[src/design/ai_pacer_pkg.sv]
// Shared constants, modes and carriers for the analog input pacer and trigger block
package ai_pacer_pkg;

  // Clock rates in Hz; the 100 MHz time base is made from the 125 MHz clock
  localparam int unsigned CLK_HZ      = 125_000_000;
  localparam int unsigned TIMEBASE_HZ = 100_000_000;
  localparam int unsigned RATE_UNIT   = 1_000_000;
  localparam int unsigned TB_STEP     = TIMEBASE_HZ / RATE_UNIT;
  localparam int unsigned TB_WRAP     = CLK_HZ / RATE_UNIT;
  localparam int          TB_ACC_W    = 8;

  localparam int DIV_W      = 32;
  localparam int CODE_W     = 16;
  localparam int CHAN_W     = 4;
  localparam int ITER_W     = 16;
  localparam int FIFO_DEPTH = 4;

  // Values after reset
  localparam logic [DIV_W-1:0]    DIV_RST  = 32'h00000000;
  localparam logic [ITER_W-1:0]   ITER_ONE = 16'h0001;
  localparam logic [CHAN_W-1:0]   CHAN_RST = 4'h0;
  localparam logic [TB_ACC_W-1:0] ACC_RST  = 8'h00;

  typedef enum logic [1:0] {LAUNCH_INTERNAL, LAUNCH_EXTERNAL, LAUNCH_FROM_SAMPLE} launch_src_e;
  typedef enum logic {SAMPLE_INTERNAL, SAMPLE_EXTERNAL} sample_src_e;
  typedef enum logic [2:0] {TRIG_NONE, TRIG_START, TRIG_DELAY_START, TRIG_DELAY_STOP, TRIG_STOP} trig_mode_e;
  typedef enum logic {TRIG_FROM_TTL, TRIG_FROM_ANALOG} trig_src_e;

  typedef struct packed {
    launch_src_e         launch_src;
    sample_src_e         sample_src;
    logic [DIV_W-1:0]    launch_div;
    logic [DIV_W-1:0]    sample_div;
    logic [DIV_W-1:0]    trig_delay;
    logic [ITER_W-1:0]   iter_count;
    logic [CHAN_W-1:0]   start_chan;
    logic [CHAN_W-1:0]   stop_chan;
    trig_mode_e          trig_mode;
    trig_src_e           trig_src;
    logic                trig_falling;
    logic                pause;
    logic [CODE_W-1:0]   threshold;
  } cfg_s;

  typedef struct packed {
    logic [CHAN_W-1:0] chan;
    logic [CODE_W-1:0] code;
  } sample_s;

endpackage : ai_pacer_pkg

[src/design/ai_pacer_trigger_control.sv]
// Pacer, trigger, acquisition window and result buffer for the analog input converter
`timescale 1ns/1ps

module rate_divider (
  input  wire logic                           clk,     // System clock
  input  wire logic                           rst_b,   // Synchronous reset, active low
  input  wire logic                           enable,  // Divider runs while high
  input  wire logic                           tb_tick, // One 100 MHz time base tick
  input  wire logic [ai_pacer_pkg::DIV_W-1:0] div,     // Divide ratio, 0 acts as 1
  output logic                                tick     // One-cycle output pulse
);
  import ai_pacer_pkg::*;

  logic [DIV_W-1:0] cnt;
  logic [DIV_W-1:0] last;

  assign last = (div == DIV_RST) ? DIV_RST : div - 32'h00000001;

  always_ff @(posedge clk) begin
    if (!rst_b || !enable) begin
      cnt  <= DIV_RST;
      tick <= 1'b0;
    end else if (tb_tick && cnt >= last) begin
      cnt  <= DIV_RST;
      tick <= 1'b1;
    end else begin
      cnt  <= tb_tick ? cnt + 32'h00000001 : cnt;
      tick <= 1'b0;
    end
  end
endmodule : rate_divider

module sync_fifo #(
  parameter int W     = 20,
  parameter int DEPTH = 4
) (
  input  wire logic         clk,       // System clock
  input  wire logic         rst_b,     // Synchronous reset, active low
  input  wire logic         in_valid,  // Write request
  output logic              in_ready,  // Space for one more word
  input  wire logic [W-1:0] in_data,   // Word written
  output logic              out_valid, // A word is waiting
  input  wire logic         out_ready, // Reader takes the word
  output logic [W-1:0]      out_data   // Oldest word
);
  localparam int PW = $clog2(DEPTH);
  localparam int CW = $clog2(DEPTH + 1);

  logic [W-1:0]  mem [DEPTH];
  logic [PW-1:0] wr_ptr;
  logic [PW-1:0] rd_ptr;
  logic [CW-1:0] count;
  logic          push;
  logic          pop;

  assign in_ready  = count < CW'(DEPTH);
  assign out_valid = count != '0;
  assign out_data  = mem[rd_ptr];
  assign push      = in_valid && in_ready;
  assign pop       = out_valid && out_ready;

  always_ff @(posedge clk) begin
    if (push) begin
      mem[wr_ptr] <= in_data;
    end
  end

  always_ff @(posedge clk) begin
    if (!rst_b) begin
      wr_ptr <= '0;
      rd_ptr <= '0;
      count  <= '0;
    end else begin
      wr_ptr <= push ? PW'(wr_ptr + 1'b1) : wr_ptr;
      rd_ptr <= pop ? PW'(rd_ptr + 1'b1) : rd_ptr;
      count  <= CW'(count + CW'(push) - CW'(pop));
    end
  end
endmodule : sync_fifo

module ai_pacer_trigger_control (
  input  wire logic                            clk,                  // 125 MHz clock
  input  wire logic                            rst_b,                // Synchronous reset, active low
  input  wire ai_pacer_pkg::cfg_s              cfg,                  // Software configuration
  input  wire logic                            run,                  // Operation running while high
  input  wire logic                            ext_window_launch,    // External launch clock input
  input  wire logic                            ext_per_sample_clock, // External per-sample clock input
  input  wire logic                            ext_ttl_trigger,      // External digital trigger input
  input  wire logic [ai_pacer_pkg::CODE_W-1:0] analog_trigger_inputs,// Monitored analog level code
  input  wire logic                            adc_done,             // Converter result strobe
  input  wire logic [ai_pacer_pkg::CODE_W-1:0] adc_code,             // Converter result code
  input  wire logic                            out_ready,            // Host side takes a result
  output logic                                 sample_start,         // Conversion start pulse
  output logic [ai_pacer_pkg::CHAN_W-1:0]      mux_chan,             // Channel on the multiplexer
  output logic                                 window_open,          // Acquisition window open
  output logic                                 acquiring,            // Trigger logic admits launches
  output logic [ai_pacer_pkg::DIV_W-1:0]       launch_count,         // Received launch edges
  output logic [ai_pacer_pkg::ITER_W-1:0]      iter_left,            // Iterations left in window
  output logic                                 lost_clock,           // Sticky: a clock was gated off
  output logic                                 out_valid,            // Result waiting
  output ai_pacer_pkg::sample_s                out_data              // Channel and code
);
  import ai_pacer_pkg::*;

  typedef enum logic [2:0] {ST_IDLE, ST_ARMED, ST_DELAY, ST_ACQ, ST_POST, ST_DONE} acq_state_e;

  acq_state_e        state;
  logic [DIV_W-1:0]  dly_cnt;
  logic [TB_ACC_W-1:0] tb_acc;
  logic              tb_tick;
  logic              int_launch;
  logic              int_sample;
  logic              launch_q;
  logic              sample_q;
  logic              trig_q;
  logic              run_q;
  logic              run_rise;
  logic              ext_launch_rise;
  logic              ext_sample_rise;
  logic              sample_evt;
  logic              launch_evt;
  logic              trig_level;
  logic              trig_evt;
  logic              admit;
  logic              launch_go;
  logic              sample_go;
  logic              busy;
  logic [CHAN_W-1:0] chan_ptr;
  logic [ITER_W-1:0] iters_eff;
  logic              fifo_in_ready;
  logic              fifo_out_valid;
  sample_s           fifo_out_data;
  sample_s           fifo_in_data;

  // 100 ticks in every 125 clocks gives an average 100 MHz time base
  always_ff @(posedge clk) begin
    if (!rst_b) begin
      tb_acc  <= ACC_RST;
      tb_tick <= 1'b0;
    end else if (tb_acc + TB_ACC_W'(TB_STEP) >= TB_ACC_W'(TB_WRAP)) begin
      tb_acc  <= TB_ACC_W'(tb_acc + TB_ACC_W'(TB_STEP) - TB_ACC_W'(TB_WRAP));
      tb_tick <= 1'b1;
    end else begin
      tb_acc  <= TB_ACC_W'(tb_acc + TB_ACC_W'(TB_STEP));
      tb_tick <= 1'b0;
    end
  end

  rate_divider u_launch_div (
    .clk     (clk),
    .rst_b   (rst_b),
    .enable  (run),
    .tb_tick (tb_tick),
    .div     (cfg.launch_div),
    .tick    (int_launch)
  );

  rate_divider u_sample_div (
    .clk     (clk),
    .rst_b   (rst_b),
    .enable  (run),
    .tb_tick (tb_tick),
    .div     (cfg.sample_div),
    .tick    (int_sample)
  );

  always_ff @(posedge clk) begin
    if (!rst_b) begin
      launch_q <= 1'b0;
      sample_q <= 1'b0;
      trig_q   <= 1'b0;
      run_q    <= 1'b0;
    end else begin
      launch_q <= ext_window_launch;
      sample_q <= ext_per_sample_clock;
      trig_q   <= trig_level;
      run_q    <= run;
    end
  end

  assign run_rise        = run && !run_q;
  assign ext_launch_rise = ext_window_launch && !launch_q;
  assign ext_sample_rise = ext_per_sample_clock && !sample_q;
  assign sample_evt      = (cfg.sample_src == SAMPLE_EXTERNAL) ? ext_sample_rise : int_sample;

  // External launch input is not looked at in single-source mode
  always_comb begin
    unique case (cfg.launch_src)
      LAUNCH_INTERNAL:    launch_evt = int_launch;
      LAUNCH_EXTERNAL:    launch_evt = ext_launch_rise;
      LAUNCH_FROM_SAMPLE: launch_evt = sample_evt;
      default:            launch_evt = 1'b0;
    endcase
  end

  // Offset-binary codes compare correctly as unsigned numbers
  assign trig_level = (cfg.trig_src == TRIG_FROM_ANALOG) ?
                      (analog_trigger_inputs >= cfg.threshold) :
                      ext_ttl_trigger;
  assign trig_evt   = cfg.trig_falling ? (!trig_level && trig_q) : (trig_level && !trig_q);

  assign admit     = (state == ST_ACQ) || (state == ST_POST);
  assign launch_go = run && launch_evt && !cfg.pause && admit && !window_open;
  // One conversion outstanding at most, so a free slot at start is still free at result
  assign sample_go = run && sample_evt && window_open && !busy && fifo_in_ready;
  assign iters_eff = (cfg.iter_count == '0) ? ITER_ONE : cfg.iter_count;

  // Trigger sequencing; DONE holds until run is dropped
  always_ff @(posedge clk) begin
    if (!rst_b || !run) begin
      state   <= ST_IDLE;
      dly_cnt <= DIV_RST;
    end else begin
      unique case (state)
        ST_IDLE: begin
          state <= (cfg.trig_mode == TRIG_START || cfg.trig_mode == TRIG_DELAY_START) ?
                   ST_ARMED : ST_ACQ;
        end
        ST_ARMED: begin
          if (trig_evt) begin
            if (cfg.trig_mode == TRIG_START || cfg.trig_delay == DIV_RST) begin
              state <= ST_ACQ;
            end else begin
              state   <= ST_DELAY;
              dly_cnt <= cfg.trig_delay;
            end
          end
        end
        ST_DELAY: begin
          if (launch_evt && !cfg.pause) begin
            dly_cnt <= dly_cnt - 32'h00000001;
            if (dly_cnt == 32'h00000001) begin
              state <= ST_ACQ;
            end
          end
        end
        ST_ACQ: begin
          if (trig_evt && cfg.trig_mode == TRIG_STOP) begin
            state <= ST_DONE;
          end else if (trig_evt && cfg.trig_mode == TRIG_DELAY_STOP) begin
            if (cfg.trig_delay == DIV_RST) begin
              state <= ST_DONE;
            end else begin
              state   <= ST_POST;
              dly_cnt <= cfg.trig_delay;
            end
          end
        end
        ST_POST: begin
          if (launch_go) begin
            dly_cnt <= dly_cnt - 32'h00000001;
            if (dly_cnt == 32'h00000001) begin
              state <= ST_DONE;
            end
          end
        end
        ST_DONE: state <= ST_DONE;
        default: state <= ST_IDLE;
      endcase
    end
  end

  // Window and channel sequencing
  always_ff @(posedge clk) begin
    if (!rst_b) begin
      window_open  <= 1'b0;
      chan_ptr     <= CHAN_RST;
      mux_chan     <= CHAN_RST;
      iter_left    <= ITER_ONE;
      sample_start <= 1'b0;
    end else begin
      sample_start <= sample_go;
      if (!run) begin
        window_open <= 1'b0;
        iter_left   <= iters_eff;
      end else if (launch_go) begin
        window_open <= 1'b1;
        chan_ptr    <= cfg.start_chan;
        iter_left   <= iters_eff;
      end else if (sample_go) begin
        mux_chan <= chan_ptr;
        if (chan_ptr == cfg.stop_chan) begin
          chan_ptr <= cfg.start_chan;
          if (iter_left == ITER_ONE) begin
            window_open <= 1'b0;
            iter_left   <= iters_eff;
          end else begin
            iter_left <= iter_left - ITER_ONE;
          end
        end else begin
          chan_ptr <= CHAN_W'(chan_ptr + 1'b1);
        end
      end
    end
  end

  always_ff @(posedge clk) begin
    if (!rst_b) begin
      busy <= 1'b0;
    end else if (sample_go) begin
      busy <= 1'b1;
    end else if (adc_done) begin
      busy <= 1'b0;
    end
  end

  // Counter clears on start; gated-off flag: a new loss beats the clear
  always_ff @(posedge clk) begin
    if (!rst_b) begin
      launch_count <= DIV_RST;
      lost_clock   <= 1'b0;
      acquiring    <= 1'b0;
    end else begin
      acquiring <= run && admit;
      if (run_rise) begin
        launch_count <= DIV_RST;
      end else if (run && launch_evt) begin
        launch_count <= launch_count + 32'h00000001;
      end
      lost_clock <= (lost_clock && !run_rise) ||
                    (run && sample_evt && !sample_go) ||
                    (run && launch_evt && admit && window_open);
    end
  end

  assign fifo_in_data = '{chan: mux_chan, code: adc_code};

  sync_fifo #(
    .W     ($bits(sample_s)),
    .DEPTH (FIFO_DEPTH)
  ) u_fifo (
    .clk       (clk),
    .rst_b     (rst_b),
    .in_valid  (adc_done && busy),
    .in_ready  (fifo_in_ready),
    .in_data   (fifo_in_data),
    .out_valid (fifo_out_valid),
    .out_ready (out_ready),
    .out_data  (fifo_out_data)
  );

  assign out_valid = fifo_out_valid;
  assign out_data  = fifo_out_data;

  chk_start_in_window: assert property (@(posedge clk) disable iff (!rst_b)
    sample_start |-> $past(window_open))
    else $error("conversion started with window closed");

  chk_gate_closed: assert property (@(posedge clk) disable iff (!rst_b)
    (!window_open && sample_evt) |=> !sample_start)
    else $error("sample clock outside window was passed on");

  chk_reload_end: assert property (@(posedge clk) disable iff (!rst_b)
    (run && $fell(window_open) && $past(run)) |-> iter_left == $past(iters_eff))
    else $error("iteration counter not reloaded at window end");

  chk_last_iter: assert property (@(posedge clk) disable iff (!rst_b)
    (sample_go && !launch_go && chan_ptr == cfg.stop_chan && iter_left == ITER_ONE) |=> !window_open)
    else $error("window did not close after last iteration");

  chk_launch_count: assert property (@(posedge clk) disable iff (!rst_b)
    (run && launch_evt && !run_rise) |=> launch_count == $past(launch_count) + 32'h00000001)
    else $error("launch edge not counted");

  chk_block_armed: assert property (@(posedge clk) disable iff (!rst_b)
    (state inside {ST_ARMED, ST_DELAY} && !window_open) |=> !window_open)
    else $error("launch admitted before trigger");

  chk_stop_trig: assert property (@(posedge clk) disable iff (!rst_b)
    (run && state == ST_ACQ && cfg.trig_mode == TRIG_STOP && trig_evt) ##1 run |-> state == ST_DONE)
    else $error("stop trigger did not end acquisition");

  chk_delay_load: assert property (@(posedge clk) disable iff (!rst_b)
    (run && state == ST_ARMED && cfg.trig_mode == TRIG_DELAY_START && trig_evt && cfg.trig_delay != DIV_RST)
    ##1 run |-> (state == ST_DELAY && dly_cnt == $past(cfg.trig_delay)))
    else $error("delay counter not loaded on trigger");

  chk_single_source: assert property (@(posedge clk) disable iff (!rst_b)
    (cfg.launch_src == LAUNCH_FROM_SAMPLE) |-> (launch_evt == sample_evt))
    else $error("sample clock not routed as launch clock");

  chk_full_stall: assert property (@(posedge clk) disable iff (!rst_b)
    !fifo_in_ready |=> !sample_start)
    else $error("conversion started with buffer full");

endmodule : ai_pacer_trigger_control

[config.mk]
export PLATFORM = sky130hd
export DESIGN_NAME = ai_pacer_trigger_control
export DESIGN_NICKNAME = d
export VERILOG_FILES = /design/src/design/ai_pacer_pkg.sv /design/src/design/ai_pacer_trigger_control.sv
export SDC_FILE = /design/constraint.sdc
export NUM_CORES = 1
export LEC_CHECK = 0
export BUFFER_PORTS_ARGS = -buffer_cell sky130_fd_sc_hd__buf_4
export CORE_ASPECT_RATIO = 1.25
export CORE_MARGIN = 2
export CORE_UTILIZATION = 30
export CTS_CLUSTER_DIAMETER = 30
export DETAILED_ROUTE_END_ITERATION = 7
export PLACE_DENSITY = 0.48
export REMOVE_ABC_BUFFERS = 1
export SETUP_SLACK_MARGIN = 0.3
export SLEW_MARGIN = 20
export SYNTH_ARGS = -nofsm -noshare
export SYNTH_HDL_FRONTEND = slang
export SYNTH_HIERARCHICAL = 1
export SYNTH_SLANG_ARGS = --single-unit
[constraint.sdc]
create_clock -name clk -period 9.35 [get_ports clk]
set_clock_uncertainty 0.2 [all_clocks]
set_input_delay 0.4675 -clock clk [delete_from_list [all_inputs] [get_ports clk]]
set_output_delay 0.4675 -clock clk [all_outputs]
set_load 0.02 [all_outputs]
==> run_results.csv, run 1 <==
group,metric,value,unit
min_path,hold_depth,3,
final_layout,nFillCells,5310,
timing,worstMarginPinSlew,1050,ps
power_and_ir_drop,leakagePower,8.40,nW
floorplan,dieHeight,261,um
timing,fmax,230,MHz
yosys,synth_top_area_share,23.2,%
yosys,synthTopCellsByCount,"dfxtp_1, nand2_1, nor2_1, nor3_1, ha_1",
timing,min_period,4350,ps
floorplan,initial_core_util,30.3,%
yosys,async_reset_ff_share,0,%
routing,first_iter_violations,751,
timing,setup_tns,0,ps
yosys,synth_cell_types,79,
final_layout,final_layout_size_suffix_gt1_share,21.7,%
timing,setup_viol,0,
final_layout,final_nets,2346,
routing,drc,0,
yosys,yosysMostFrequentCell,"dfxtp_1",
clocking,clock_latency,590,ps
global_route,antenna_found_initial,2,
routing,num_vias,14300,
power_and_ir_drop,ir_worst_vdd,0.000127,V
routing,wl_per_cell,16.9,um
worst_setup_path,required,9590,ps
yosys,ys_seq_area_share,38.3,%
timing,hold_violations,0,
routing,avgViaCountPerCell,5.12,
place,place_hpwl,34300,um
timing,period_share,46.6,%
power_and_ir_drop,p_total,4.66,mW
worst_setup_path,crit_arrival,4600,ps
clocking,post_cts_buffers,0,
worst_setup_path,path_cells,"dlygate4sd3_1, buf_4, nand3b_4, a2111o_1, a2111o_1, nor2_4, a2bb2oi_4, and2_1, buf_4, a211oi_1",
clocking,clkSinkCount,264,
clocking,clk_pin_slew,50,ps
place,dp_cells,2631,
clocking,cts_max_level,3,
final_layout,fin_area,0.0212,mm2
timing,slew_headroom,29.9,%
clocking,cts_buffer_depth,3,
clocking,cts_tree,"done",
yosys,synthTopCellsByArea,"dfxtp_1, edfxtp_1, ha_1",
routing,wirelength,47200,um
floorplan,io_pins,262,
yosys,yosys_warnings,6,
floorplan,dieArea,0.0549,mm2
place,portBuffers,261,
yosys,yosysTopAreaCell,"dfxtp_1",
worst_setup_path,cp_slowest_cell,"a2bb2oi_4",
place,gp_congestion,0.856,
worst_setup_path,cp_slowest_stage_delay,780,ps
yosys,synthesis.area,0.0159,mm2
clocking,cts_root_buf,"clkbuf_16",
worst_setup_path,critical_path_class,"input pin to register",
power_and_ir_drop,power_density,220,mW/mm2
floorplan,rows,94,
global_route,grt_util_all_layers,17.0,%
yosys,ys_ff_latch,264,
outcome,status,"complete, no violations",
final_layout,stdcell_count,2786,
yosys,synth-edff-count,80,
place,placed_area,0.0184,mm2
worst_setup_path,crit_fanout,34,
global_route,grt_pass1_wl,74800,um
routing,antenna_left,0,
timing,rsz0062_at_grt,"no",
worst_setup_path,r2r_cells,8,
clocking,cts_buffers,72,
routing,dr.pass1.iters,5,
floorplan,die_width,210,um
yosys,syn_inst,1767,
global_route,grt_overflow,0,
worst_setup_path,endpoint_kind,"register",
min_path,hp-class,"input pin to register",
floorplan,core,0.0525,mm2
yosys,synthesis.area_per_instance,9.00,um2
final_layout,synthToLayoutAreaGrowth,33.3,%
yosys,synth_top_flop_cell,"dfxtp_1",
job,maxCapViolCount,0,
global_route,grt_max_degree,57,
worst_setup_path,cp-start-kind,"input pin",
timing,maxSlewViolCount,0,
global_route,grt_pass1_vias,14200,
-- logic make-up after synthesis --
logic type,after synthesis,synth area share (%)
XOR/XNOR,140,7.81
AO/OA/AOI/OAI,299,12.5
multiplexers,40,4.12
AND/OR/NAND/NOR,786,25.3
buffers and inverters,135,3.86
flip-flops,264,38.3
adder cells (fa/ha/maj),103,8.15
-- state kept, by name (all words and copies together) (netlist names), 2 cells and up, named ones only --
signal	cells
chan_ptr	4
dly_cnt	32
iter_left	16
launch_count	32
mux_chan	4
state	3
tb_acc	8
u_fifo/count	3
u_fifo/mem	80
u_fifo/rd_ptr	2
u_fifo/wr_ptr	2
u_launch_div/cnt	32
u_sample_div/cnt	32
-- where the power goes --
group | internal (mW) | leakage, nW | switching, mW
registers | 1.23 | 2.20 | 0.0613
logic | 0.355 | 4.95 | 0.461
clock network | 1.78 | 1.24 | 0.779
-- through the flow --
| step | setup WS, ps | hold WS, ps | util (%) |
|---|---|---|---|
| 3_3_place_gp | 4530 | 271 | 35.0 |
| 5_1_grt | 4800 | 40.4 | 40.4 |
| 2_1_floorplan | 4280 | 253 | - |
| 4_1_cts | 5100 | 0.908 | 40.4 |
| 3_5_place_dp | 4510 | 279 | 35.1 |
| 6_report | 5000 | 42.1 | 40.4 |
-- routing by layer --
layer	part of all wire [%]	vias up	global-route usage (%)
li1	-	7124	-
met1	44	6733	20.6
met2	49	327	29.4
met3	4.7	74	3.45
met4	2.6	2	6.97
met5	0.034	-	0
-- worst paths after layout --
check             slack, ps                        to                         start
setup / recovery       5000  dly_cnt[30]$_SDFFE_PN0P_          ext_per_sample_clock
setup reg to reg       5190  dly_cnt[30]$_SDFFE_PN0P_  u_sample_div/tick$_SDFF_PP0_
hold reg to reg         290  dly_cnt[10]$_SDFFE_PN0P_      dly_cnt[10]$_SDFFE_PN0P_
hold / removal           40  chan_ptr[1]$_SDFFE_PN0P_                       cfg[27]
-- what timing repair did --
| item | 4_1_cts | 5_1_grt |
|---|---|---|
| resized for setup | 0 | 0 |
| endpoints found under the hold margin | 72 | 0 |
| hold buffers | 25 | 0 |
-- critical path: cells and delay by family --
kind                   cells  cell delay [ps]
and+or+nand+nor            3              980
AOI/OAI and AO/OA          4             2070
buffers and inverters      3             1060
-- cells in the final DEF (no fill, tap or decap), types with 18 or more instances in the layout --
| master | instances |
|---|---|
| edfxtp_1 | 80 |
| nand2b_1 | 18 |
| nor3_1 | 108 |
| or3_1 | 32 |
| a21oi_1 | 93 |
| clkbuf_16 | 72 |
| o21ai_0 | 71 |
| xor2_1 | 79 |
| xnor2_1 | 59 |
| or4_1 | 20 |
| ha_1 | 102 |
| and2_1 | 26 |
| nor2_1 | 147 |
| inv_1 | 55 |
| buf_4 | 269 |
| nand4_1 | 40 |
| mux4_2 | 20 |
| dlygate4sd3_1 | 25 |
| a32o_1 | 24 |
| nand2_1 | 182 |
| dfxtp_1 | 184 |
| nand3_1 | 88 |
| nor4_1 | 35 |
-- cell type report --
class	instances	area, um2	share of cell area (%)
tap	672	841	3.97
clock inverter	42	611	2.88
sequential	264	6090	28.7
antenna	1	2.50	0.0118
clock buffer	87	1930	9.10
inverter	57	214	1.01
timing repair buffer	295	2280	10.8
multi-input combinational	1368	9220	43.5
(Power assumes the default switching activity.)
==> run 2, diff against run 1 <==
PLACE_DENSITY = 0.5   (was 0.48)
clock period = 3.75 ns   (was 9.35 ns; I/O delays follow)
==> run 2 against run 1 <==
Compared with the run above:
- critical endpoint is now u_sample_div/cnt[3]$_SDFFE_PP0P_
- combinational power rose to 2.7 times the previous value
- sequential share of layout area fell by 2.8 points
- largest cell class unchanged
- via count rose by 5.7%
- wire length rose by 3.7%
- worst hold slack improved by 17 ps
- total power rose to 2.5 times the previous value
- first-iteration DRC count rose by 1.9%
- global-route usage rose by 0.42 points
- register-to-register slack got worse by 4800 ps
- critical path depth rose by 5
- sequential power rose by 150%
==> run_results.csv, run 2 (synthesis results as in run 1) <==
group,metric,value,unit
final_layout,seq_area,0.00609,mm2
floorplan,core,0.0525,mm2
timing,slew_headroom,13.5,%
clocking,cts_tree,"done",
global_route,grt_overflow,0,
power_and_ir_drop,power_density,502,mW/mm2
timing,worstMarginPinSlew,1290,ps
floorplan,die_width,210,um
worst_setup_path,crit_fanout,7,
timing,period_share,94.1,%
floorplan,initial_core_util,30.3,%
place,gp_congestion,0.828,
power_and_ir_drop,leakagePower,9.42,nW
final_layout,fin_area,0.0234,mm2
worst_setup_path,cp-start-kind,"input pin",
final_layout,final_nets,2530,
worst_setup_path,required,3980,ps
global_route,grt_pass1_wl,77700,um
timing,hold_violations,0,
timing,maxSlewViolCount,0,
job,maxCapViolCount,0,
timing,fmax,284,MHz
global_route,grt_max_degree,40,
routing,wirelength,48900,um
final_layout,layout_commonest_cell,"buf_4",
routing,antenna_left,0,
floorplan,io_pins,262,
final_layout,largest_reg_flops,80,
worst_setup_path,crit_arrival,3760,ps
outcome,status,"complete, no violations",
global_route,antenna_found_initial,1,
final_layout,multi_input_area,0.00970,mm2
global_route,grt_util_all_layers,17.4,%
timing,setup_viol,0,
timing,rsz0062_at_grt,"yes",
floorplan,dieHeight,261,um
clocking,clkSinkCount,264,
final_layout,synthToLayoutAreaGrowth,47.4,%
place,place_hpwl,34600,um
global_route,grt_pass1_vias,15300,
power_and_ir_drop,p_total,11.8,mW
clocking,clock_latency,600,ps
worst_setup_path,critical_path_class,"input pin to register",
worst_setup_path,endpoint_kind,"register",
clocking,cts_buffer_depth,3,
final_layout,largest-register,"u_fifo/mem",
routing,first_iter_violations,765,
clocking,cts_max_level,3,
floorplan,rows,94,
min_path,hp-class,"input pin to register",
final_layout,fin_util,44.7,%
place,placed_area,0.0192,mm2
routing,drc,0,
clocking,cts_buffers,69,
final_layout,nFillCells,5090,
place,portBuffers,261,
floorplan,dieArea,0.0549,mm2
final_layout,mostFrequentLayoutCells,"buf_4, dfxtp_1, nand2_1, nor2_1, ha_1",
timing,min_period,3530,ps
routing,num_vias,15100,
final_layout,final_layout_size_suffix_gt1_share,28.1,%
power_and_ir_drop,ir_worst_vdd,0.000303,V
final_layout,stdcell_count,2968,
clocking,cts_root_buf,"clkbuf_16",
place,dp_cells,2740,
routing,wl_per_cell,16.5,um
routing,dr.pass1.iters,5,
routing,avgViaCountPerCell,5.08,
clocking,clk_pin_slew,40,ps
## run 2: changes by cell type in the layout (fill, tap and decap cells not counted), sizes merged
cell and delta:
buf +124, inv -5, dlygate4sd3 +61, clkinv -2
clkbuf +4
## run 2: path summary, 6_finish.rpt
path                                          start                               end  slack (ps)  cells past startpoint
worst min-delay path                        cfg[23]          chan_ptr[3]$_SDFFE_PN0P_          60                      7
worst max-delay path                        cfg[93]  u_sample_div/cnt[3]$_SDFFE_PP0P_         220                     15
worst max register to register  launch_q$_SDFF_PN0_         iter_left[8]$_SDFFE_PN0P_         390                      7
worst min register to register    busy$_SDFFE_PN0P_                 busy$_SDFFE_PN0P_         280                      2
## run 2: routing by layer
| layer | part of all wire (%) | vias to the layer above | wire length [um] | GRT usage, % |
|---|---|---|---|---|
| met1 | 42 | 7163 | 20400 | 20.4 |
| met2 | 50 | 359 | 24600 | 30.8 |
| met3 | 5.7 | 69 | 2810 | 4.03 |
| met5 | 0 | - | 0 | 0 |
| li1 | - | 7475 | - | - |
| met4 | 2.3 | 0 | 1130 | 6.93 |
## run 2: where the power goes
part           switching [mW]  internal (mW)
Combinational            1.19          0.996
Clock                    1.97           4.41
Sequential              0.151           3.06
Total                    3.31           8.47
## run 2: cell type report
class	instances	area share, %
multi-input cells	1368	41.4
flip-flops and latches	264	26.0
repair buffers	482	17.2
clock buffers	89	8.16
well taps	672	3.59
clock inverters	35	2.77
inverters	57	0.913
diodes	1	0.0107
## run 2: critical path, stage by stage
cell	delay, ps
buf_6	90
or4_4	520
or3_4	340
or2_4	260
or4_4	430
xnor2_2	160
nand2_1	100
ha_4	270
nand4_1	90
or4_4	510
a31o_4	240
a21oi_4	190
buf_12	150
clkbuf_16	160
nor3_2	50
## run 2: stage by stage
step                      setup WS (ps)  TNS, ps  hold slack, ps
after detailed placement           -445   -25480             196
after floorplan                   -1040   -57830            49.4
final                               223        0            59.2
after CTS                           262        0            36.1
after global placement             -372   -22780             190
after global routing                116        0             115
## run 2: what timing repair did
item                                    4_1_cts  5_1_grt
pin swaps                                     9       41
hold buffers                                 86        0
gates cloned                                  4        2
setup buffers                                 6        5
endpoints found under the hold margin       141        0
endpoints found under the setup margin       58       67
gates resized for setup                      29       79
